===== src/rc_pkg.sv =====
// Constants for the system reset controller
package rc_pkg;

	// APB geometry
	localparam int          RC_ADDR_W    = 12;
	localparam int          RC_DATA_W    = 32;

	// Register indexes; byte address is four times the index
	localparam logic [RC_ADDR_W-1:0] RC_IDX_CAUSE = 12'h000;
	localparam logic [RC_ADDR_W-1:0] RC_IDX_SOFT_RESET_REQUEST_REG  = 12'h001;
	localparam logic [RC_ADDR_W-1:0] RC_ADDR_CAUSE = RC_IDX_CAUSE << 2;
	localparam logic [RC_ADDR_W-1:0] RC_ADDR_SOFT_RESET_REQUEST_REG  = RC_IDX_SOFT_RESET_REQUEST_REG << 2;

	// Cause flag and trigger bit positions
	localparam int          RC_NUM_SRC   = 6;
	localparam int          RC_BIT_POR   = 0;
	localparam int          RC_BIT_BOD   = 1;
	localparam int          RC_BIT_PIN   = 2;
	localparam int          RC_BIT_WDT   = 3;
	localparam int          RC_BIT_SW    = 4;
	localparam int          RC_BIT_DBG   = 5;
	localparam int          RC_BIT_TRIG  = 0;

	// Reset values
	localparam logic [RC_NUM_SRC-1:0] RC_FLAGS_POR_ONLY = 6'h01;
	localparam logic [RC_DATA_W-1:0]  RC_RDATA_RST      = 32'h0000_0000;

	// Internal initialisation length after all sources release
	localparam int          RC_INIT_CYCLES = 16;
	localparam int          RC_CNT_W       = 4;
	localparam logic [RC_CNT_W-1:0] RC_CNT_LAST = 4'(RC_INIT_CYCLES - 1);
	localparam logic [RC_CNT_W-1:0] RC_CNT_RST  = 4'h0;

	// Sequencer states
	typedef enum logic [1:0] {
		RC_ST_RUN  = 2'b00,
		RC_ST_HOLD = 2'b01,
		RC_ST_INIT = 2'b10,
		RC_ST_LOAD = 2'b11
	} rc_state_t;

endpackage : rc_pkg


===== src/rc_reset_ctrl.sv =====
// System reset controller: source collection, reset sequence, cause flags, APB registers
// Behaviour
// - Six reset request sources are accepted
// - Controller always on; only the pin source gated by an enable; the soft trigger is also gated, by guard_open_i
// - Causing source sets its cause flag
// - After power-on only power-on flag set
// - Flag stays until software writes one
// - Fuse registers reloaded after reset release
// - Power-on clears everything, always enabled
// - Brown-out spares brown-out configuration only
// - Writing trigger bit one requests reset
// - Reset immediate, held until sequence completes
// - Soft, pin, watchdog spare debug and brown-out
// - Pin reset only when fuse enables it
// - Pin low holds reset until high
// - Watchdog time-out issues a reset
// - Debug reset spares debug and brown-out
// - Flag bits five down to zero
// - Power-on clears others; power-on flag software-cleared
// - Trigger bit always reads zero
`timescale 1ns/1ps

module rc_reset_ctrl
	import rc_pkg::*;
(
	// Clock and reset
	input  wire logic                 sys_clk_i,
	input  wire logic                 rstn_i,

	// APB slave
	input  wire logic                 psel_i,
	input  wire logic                 penable_i,
	input  wire logic                 pwrite_i,
	input  wire logic [RC_ADDR_W-1:0] paddr_i,
	input  wire logic [RC_DATA_W-1:0] pwdata_i,
	output logic      [RC_DATA_W-1:0] prdata_o,
	output logic                      pready_o,
	output logic                      pslverr_o,

	// Reset sources
	input  wire logic                 por_det_i,
	input  wire logic                 bod_det_i,
	input  wire logic                 pin_rstn_i,
	input  wire logic                 pin_rst_en_i,
	input  wire logic                 wdt_req_i,
	input  wire logic                 dbg_req_i,
	input  wire logic                 guard_open_i,

	// Reset outputs
	output logic                      sys_rst_o,
	output logic                      dbg_rst_o,
	output logic                      bodcfg_rst_o,
	output logic                      fuse_reload_o,
	output logic      [RC_NUM_SRC-1:0] cause_o
);

	typedef struct packed {
		rc_state_t             st;
		logic [RC_CNT_W-1:0]   cnt;
		logic [1:0]            pin_s;
		logic [1:0]            por_s;
		logic [1:0]            bod_s;
		logic [RC_NUM_SRC-1:0] flags;
		logic                  scope_por;
		logic                  scope_bod;
		logic                  sw_pend;
		logic                  reload;
		logic [RC_DATA_W-1:0]  prdata;
	} rc_regs_t;

	localparam rc_regs_t RC_REGS_RST = '{
		st:        RC_ST_HOLD,
		cnt:       RC_CNT_RST,
		pin_s:     2'h3,
		por_s:     2'h0,
		bod_s:     2'h0,
		flags:     RC_FLAGS_POR_ONLY,
		scope_por: 1'b1,
		scope_bod: 1'b0,
		sw_pend:   1'b0,
		reload:    1'b0,
		prdata:    RC_RDATA_RST
	};

	rc_regs_t q;
	rc_regs_t d;

	function automatic logic rc_hit(input logic [RC_ADDR_W-1:0] a, input logic [RC_ADDR_W-1:0] r);
		rc_hit = (a == r);
	endfunction : rc_hit

	// Decoded bus and source terms
	logic                  acc;
	logic                  wr;
	logic                  mapped;
	logic                  sw_write;
	logic [RC_NUM_SRC-1:0] clr;
	logic                  pin_req;
	logic                  por_req;
	logic                  bod_req;
	logic [RC_NUM_SRC-1:0] src;
	logic                  any_src;
	logic [RC_DATA_W-1:0]  rd_mux;

	always_comb begin
		acc      = psel_i & penable_i;
		wr       = acc & pwrite_i;
		mapped   = rc_hit(paddr_i, RC_ADDR_CAUSE) | rc_hit(paddr_i, RC_ADDR_SOFT_RESET_REQUEST_REG);
		// Trigger only through the unlocked guard window
		sw_write = wr & rc_hit(paddr_i, RC_ADDR_SOFT_RESET_REQUEST_REG) & pwdata_i[RC_BIT_TRIG] & guard_open_i;
		clr      = (wr & rc_hit(paddr_i, RC_ADDR_CAUSE)) ? pwdata_i[RC_NUM_SRC-1:0] : '0;
		pin_req  = pin_rst_en_i & ~q.pin_s[1];
		por_req  = q.por_s[1];
		bod_req  = q.bod_s[1];
		src      = '0;
		src[RC_BIT_POR] = por_req;
		src[RC_BIT_BOD] = bod_req;
		src[RC_BIT_PIN] = pin_req;
		src[RC_BIT_WDT] = wdt_req_i;
		src[RC_BIT_SW]  = q.sw_pend | sw_write;
		src[RC_BIT_DBG] = dbg_req_i;
		any_src  = |src;
		rd_mux   = '0;
		if (rc_hit(paddr_i, RC_ADDR_CAUSE)) begin
			rd_mux[RC_NUM_SRC-1:0] = q.flags;
		end
		// Trigger register has no readable state
		if (rc_hit(paddr_i, RC_ADDR_SOFT_RESET_REQUEST_REG)) begin
			rd_mux = '0;
		end
	end

	always_comb begin
		d = q;

		// Two-stage synchronisers
		d.pin_s = {q.pin_s[0], pin_rstn_i};
		d.por_s = {q.por_s[0], por_det_i};
		d.bod_s = {q.bod_s[0], bod_det_i};

		d.sw_pend = sw_write;
		d.reload  = 1'b0;

		// Read data captured in the setup phase
		if (psel_i & ~penable_i) begin
			d.prdata = rd_mux;
		end

		// Set wins over the software clear
		d.flags = (q.flags & ~clr) | src;
		if (por_req) begin
			d.flags = RC_FLAGS_POR_ONLY;
		end else if (q.scope_por && q.st != RC_ST_RUN) begin
			d.flags = (q.flags & ~clr) | RC_FLAGS_POR_ONLY;
		end

		unique case (q.st)
			RC_ST_RUN: begin
				if (any_src) begin
					d.st        = RC_ST_HOLD;
					d.scope_por = por_req;
					d.scope_bod = bod_req;
				end
			end
			RC_ST_HOLD: begin
				d.scope_por = q.scope_por | por_req;
				d.scope_bod = q.scope_bod | bod_req;
				if (!any_src) begin
					d.st  = RC_ST_INIT;
					d.cnt = RC_CNT_RST;
				end
			end
			RC_ST_INIT: begin
				if (any_src) begin
					d.st        = RC_ST_HOLD;
					d.scope_por = q.scope_por | por_req;
					d.scope_bod = q.scope_bod | bod_req;
				end else if (q.cnt == RC_CNT_LAST) begin
					d.st     = RC_ST_LOAD;
					d.reload = 1'b1;
				end else begin
					d.cnt = q.cnt + 4'h1;
				end
			end
			RC_ST_LOAD: begin
				d.st        = any_src ? RC_ST_HOLD : RC_ST_RUN;
				d.scope_por = any_src & (q.scope_por | por_req);
				d.scope_bod = any_src & (q.scope_bod | bod_req);
			end
		endcase
	end

	always_ff @(posedge sys_clk_i) begin
		if (!rstn_i) begin
			q <= RC_REGS_RST;
		end else begin
			q <= d;
		end
	end

	// Reset scope: debug kept through all but supply resets
	assign sys_rst_o     = (q.st != RC_ST_RUN);
	assign dbg_rst_o     = sys_rst_o & (q.scope_por | q.scope_bod);
	assign bodcfg_rst_o  = sys_rst_o & q.scope_por;
	assign fuse_reload_o = q.reload;
	assign cause_o       = q.flags;
	assign prdata_o      = q.prdata;
	assign pready_o      = 1'b1;
	assign pslverr_o     = acc & ~mapped;
endmodule : rc_reset_ctrl


===== config.mk =====
export PLATFORM = sky130hd
export DESIGN_NAME = rc_reset_ctrl
export DESIGN_NICKNAME = d
export VERILOG_FILES = /design/src/rc_pkg.sv /design/src/rc_reset_ctrl.sv
export SDC_FILE = /design/constraint.sdc
export NUM_CORES = 1
export LEC_CHECK = 0
export CAP_MARGIN = 20
export CORE_MARGIN = 2
export CORE_UTILIZATION = 50
export CTS_CLUSTER_SIZE = 12
export DETAILED_ROUTE_END_ITERATION = 12
export DONT_BUFFER_PORTS = 1
export GPL_TIMING_DRIVEN = 0
export SLEW_MARGIN = 20
export SYNTH_ARGS = -nofsm -noshare
export SYNTH_HDL_FRONTEND = slang
export SYNTH_SLANG_ARGS = --single-unit

===== constraint.sdc =====
create_clock -name sys_clk_i -period 2.9 [get_ports sys_clk_i]
set_input_delay 0.435 -clock sys_clk_i [delete_from_list [all_inputs] [get_ports sys_clk_i]]
set_output_delay 0.435 -clock sys_clk_i [all_outputs]
set_load 0.1 [all_outputs]

# Word-level counts from Yosys, hierarchy flattened
# Cells that the tools add are included.
word_totals:
  register_bits: 54
  in_bits: 56
  out_inout_bits: 44
  wordCells: 79
op_classes:
  n_addsub: 1
  n_eq_ne: 11
  muxes: 17
  n_bitwise: 26
  reduce_logical: 12
ops:
  columns: ["op", "n"]
  rows:
  - ["$mux W6", 5]
  - ["$pmux W2 S4", 2]
  - ["$and A1 B1 Y1", 13]
  - ["$eq A12 B3 Y1 const B", 1]
  - ["$logic_not A12 Y1", 1]
  - ["$mux W2", 5]
  - ["$ne A2 B2 Y1 const B", 5]
  - ["$mux W4", 2]
  - ["$pmux W4 S2", 1]
  - ["$reduce_or A8 Y1", 1]
  - ["$and A6 B6 Y6", 1]
  - ["$not A6 Y6", 1]
  - ["$or A6 B6 Y6", 1]
  - ["$reduce_or A6 Y1", 1]
  - ["$not A1 Y1", 5]
  - ["$or A1 B1 Y1", 5]
  - ["$add A4 B1 Y4 const B", 1]
  - ["$eq A2 B2 Y1 const B", 2]
  - ["$eq A4 B4 Y1 const B", 1]
  - ["$reduce_and A4 Y1", 1]
  - ["$reduce_bool A2 Y1", 2]
  - ["$ne A3 B3 Y1 const B", 1]
  - ["$reduce_and A3 Y1", 1]
  - ["$reduce_or A3 Y1", 1]
  - ["other kinds (6)", 7]

# Longest topological paths before layout
logic_depth:
  word_depth: 9
  ltp_mapped: 8
  depth_no_buf: 7

# Least setup slack after synthesis
# Ideal clock, no wire load.
synth_path:
  path_kind: "flip-flop to flip-flop"
  start: "register q[53] (netlist name)"
  end: "register q[35] (netlist name)"
  setup_ps: 83
  arrival_time_ps: 2795
  required_time_ps: 2817
  slack_ps: 23
  stages_incl_launch_ff: 9
  n_path_buf: 1
  synth_period_minus_slack_ps: 2877
  path_cell_list: "dfxtp_1 -> inv_1 -> ha_1 -> clkbuf_1 -> inv_1 -> nand2_1 -> inv_1 -> o21ai_0 -> o2111ai_1"
synth_between:
  elab_chain_cells: 3
  word_cells_on_any_way: 8
  cone_classes: "eq/ne: 5; mux: 1; reduce/logical: 2"
synth_rtl:
  columns: ["element", "line_no", "text"]
  rows:
  - ["start: declaration", "rc_reset_ctrl.sv:85", "rc_regs_t q;"]
  - ["start signal: assignment", "rc_reset_ctrl.sv:195", "q <= RC_REGS_RST;"]
  - ["start signal: assignment", "rc_reset_ctrl.sv:197", "q <= d;"]
  - ["$eq A2 B2 Y1 or $logic_not A2 Y1 (tied branches)", "rc_reset_ctrl.sv:157", "unique case (q.st)"]
  - ["$ne A2 B2 Y1 (no source line)", null, null]
  - ["$reduce_and A2 Y1 (no source line)", null, null]
# Parallel ways exist; a longest one is shown, timed or not.
# A chain may end at the register's enable or synchronous reset.

# Worst setup path after layout
layout_path:
  start: "register q[52] (netlist name)"
  end: "output port bodcfg_rst_o"
layout_between:
  elab_chain_cells: 2
layout_rtl:
  columns: ["element", "line_no", "text"]
  rows:
  - ["$reduce_bool A2 Y1", "rc_reset_ctrl.sv:202", "assign sys_rst_o = (q.st != RC_ST_RUN);"]
  - ["net sys_rst_o", "rc_reset_ctrl.sv:50", "output logic sys_rst_o,"]
  - ["$and A1 B1 Y1", "rc_reset_ctrl.sv:204", "assign bodcfg_rst_o = sys_rst_o & q.scope_por;"]
  - ["end: declaration", "rc_reset_ctrl.sv:52", "output logic bodcfg_rst_o,"]
# The timed path passes the listed nets, and every way through them passes these cells.

==> qor.txt <==
outcome = completed
R2R Path Start = q[52]$_SDFFE_PN1P_
slack of the worst reg-to-reg path = 0.47 ns
Max clock buf depth = 2
via density per instance = 4.82
WL met1 = 1.29 mm
I/O Pins = 100
GRT Overall Usage = 17.7%
total gr overflow = 0
# fillers = 297
Port-buffer cells = 0
GP Congestion = 0.822
r2r worst-path depth = 7
max cap viols = 0
CP Capture Type = output pin
die width = 61.7 um
Worst Max-Slew Pin Slew = 1.07 ns
die area = 3800 um^2
Worst-path clk slew = 0.14 ns
root buf cell = clkbuf_4
largest net degree at the start of global routing = 16
routed wl met2 = 1.65 mm
fin crit period = 2.75 ns
Core ar. = 3100 um^2
max incr delay on CP = 0.49 ns
final WL = 3.25 mm
Worst Setup SP = q[52]$_SDFFE_PN1P_
Synth Instances = 198
DP HPWL = 2.64 mm
cell family with most CP delay = buffers and inverters
initial antenna violation count = 0
row count = 20
max-slew violations = 0
antenna-violating nets left = 0
Synth Register Bits = 28
area growth from synthesis to layout = 13.2%
Sink Count = 28
Max Clock Freq = 364 MHz
Most Frequent Cell on Critical Path = clkinvlp_4
peak supply drop = 0.000762 V
worst hold margin = 0.175 ns
crit path kind = register to output pin
post-synthesis sequential area ratio = 33.7%
Levels on crit path = 5
Netlist cell types = 46
Crit path buffers/inverters = 3
Syn. warnings = 0
HP Class = input port to register
Worst Path Arrival = 2.31 ns
TritonCTS clock tree = yes
register area = 561 um^2
number of global-route vias before repair = 1180
fin nets = 289
final hold vios = 0
utilization after layout = 60.6%
Leak = 0.000848 uW
H-Tree Depth = 1
Power Density = 809 nW/um^2
share of layout cells above drive strength 1 = 27.3%
Pre-Repair DR Iteration Count = 4
Worst-Skew Late Latency = 0.32 ns
CP Data Required Time = 2.47 ns
reg-to-reg endpoint = q[35]$_SDFFE_PN1P_
slew margin rel. = 28.9%
worst-path fanout max = 10
starting density of the core = 53.6%
chip height = 61.7 um
met3 wire length = 296 um
Worst Skew = 0.00345 ns
RSZ-0062 raised after global routing = no
Critical Path Start Type = register
Worst Setup EP = bodcfg_rst_o
Detailed Route Iter0 Violations = 47
Synth Cell Area = 1660 um^2
top routing layer used = met4
CP cell instances = inv_1, ha_4, clkinvlp_4, nand2_4, clkinvlp_4
TNS Setup = 0 ns
area of the multi-input gates = 840 um^2
Tcrit/Tclk final = 94.7%
Final setup viols = 0
DRC Markers = 0
routed wire length per instance = 12.0 um
ant diodes = 0
Synth Area per Inst = 8.40 um^2
CTS Buf Count = 3
Critical-path top delay cell = clkinvlp_4
vias = 1306
first-pass GRT wire length = 5.03 mm
[worst min-delay path by stage]
stage	cells past startpoint	slack, ns	start	end
global placement	1	0.39	d[47]$_SDFF_PN1_	q[47]$_SDFF_PN1_
floorplan	1	0.39	d[47]$_SDFF_PN1_	q[47]$_SDFF_PN1_
detailed placement	1	0.41	d[47]$_SDFF_PN1_	q[47]$_SDFF_PN1_
CTS	1	0.16	rstn_i	q[47]$_SDFF_PN1_
finish	1	0.17	rstn_i	q[47]$_SDFF_PN1_
global route	1	0.14	rstn_i	q[47]$_SDFF_PN1_
[cell type report]
| cell class | instances | area share [%] |
|---|---|---|
| buffer | 42 | 17.0 |
| inverter | 15 | 3.39 |
| tap | 44 | 2.93 |
| multi-input combinational | 137 | 44.6 |
| clock buffer | 4 | 1.93 |
| timing repair buffer | 1 | 0.399 |
| sequential | 28 | 29.8 |
[flip-flops by register name, indices dropped and copies added, names as in the netlist]
name,cells
bod_req,1
cause_o,6
d,3
fuse_reload_o,1
por_req,1
prdata_o,6
q,10
[stage by stage]
step | worst slack, ns | power (uW) | instance area [um^2] | instances
6_report | 0.154 | 1520 | 1880 | 271
5_1_grt | 0.0345 | 1610 | 1880 | 271
4_1_cts | 0.0441 | 1510 | 1870 | 271
3_5_place_dp | -0.332 | 1270 | 1810 | 267
3_3_place_gp | -0.222 | 1250 | 1810 | 267
2_1_floorplan | 0.0227 | 1190 | 1760 | 223
[report_power, final]
part	switching [uW]	total, uW	internal [uW]	leakage [uW]
Combinational	671	876	205	0.000598
Sequential	39.4	460	420	0.000228
Clock	109	186	76.8	0.0000210
Total	820	1520	702	0.000848
[layer usage]
layer	track usage, %	up-vias
met4	4.86	0
li1	-	673
met1	19.5	578
met3	4.83	2
met5	0	-
met2	32.9	53
[Yosys cell counts (all sizes together)]
cell type / count / area [um^2]
or3: 4 / 31.3
nand4: 1 / 6.26
o21ba: 1 / 10.0
or4: 3 / 30.0
a21boi: 1 / 7.51
nand3b: 1 / 7.51
mux2: 1 / 11.3
nand2b: 4 / 25.0
o21ai: 10 / 53.8
ha: 5 / 62.6
o211ai: 2 / 15.0
a211oi: 3 / 35.0
a311oi: 1 / 8.76
o32ai: 1 / 8.76
a21o: 2 / 16.3
nor2b: 1 / 6.26
clkbuf: 2 / 7.51
o311ai: 1 / 8.76
nand2: 11 / 41.3
dfxtp: 28 / 561
a22oi: 6 / 45.0
or3b: 1 / 8.76
buf: 40 / 304
o41ai: 2 / 17.5
o31ai: 3 / 22.5
a21oi: 12 / 60.1
nand3: 4 / 20.0
inv: 14 / 52.6
conb: 2 / 7.51
nor3: 4 / 30.0
o2111ai: 1 / 8.76
a31oi: 1 / 6.26
clkdlybuf4s50: 1 / 11.3
clkinv: 1 / 3.75
nor2: 13 / 48.8
and3: 5 / 31.3
and2: 5 / 31.3
[placed cells by master, fill, tap and decap left out, drive strengths merged, types with 2 or more instances in the layout]
cell,n
nand2b,4
clkbuf,5
nor3,4
and2,5
ha,5
conb,27
or3,4
or4,3
a21oi,12
clkinvlp,2
and3,5
o41ai,2
buf,41
nor2,13
nand2,11
a211oi,3
inv,12
a21o,2
nand3,4
o31ai,3
o21ai,10
o211ai,2
a22oi,6
dfxtp,28
[repair_timing]
action                     4_1_cts  5_1_grt
hold buffers                     0        0
setup endpoints to repair        3        1
gates resized for setup          5        1
setup buffers                    1        0
pin swaps                        1        0
[cells by family after synthesis]
kind of cell / count (synthesis) / share of synthesized area, %
AOI/OAI and AO/OA: 47 / 19.5
adders and majority gates: 5 / 3.76
buffers and inverters: 58 / 22.8
DFF: 28 / 33.7
muxes: 1 / 0.677
other: 2 / 0.452
and+or+nand+nor: 57 / 19.1
(Power assumes the default switching activity.)
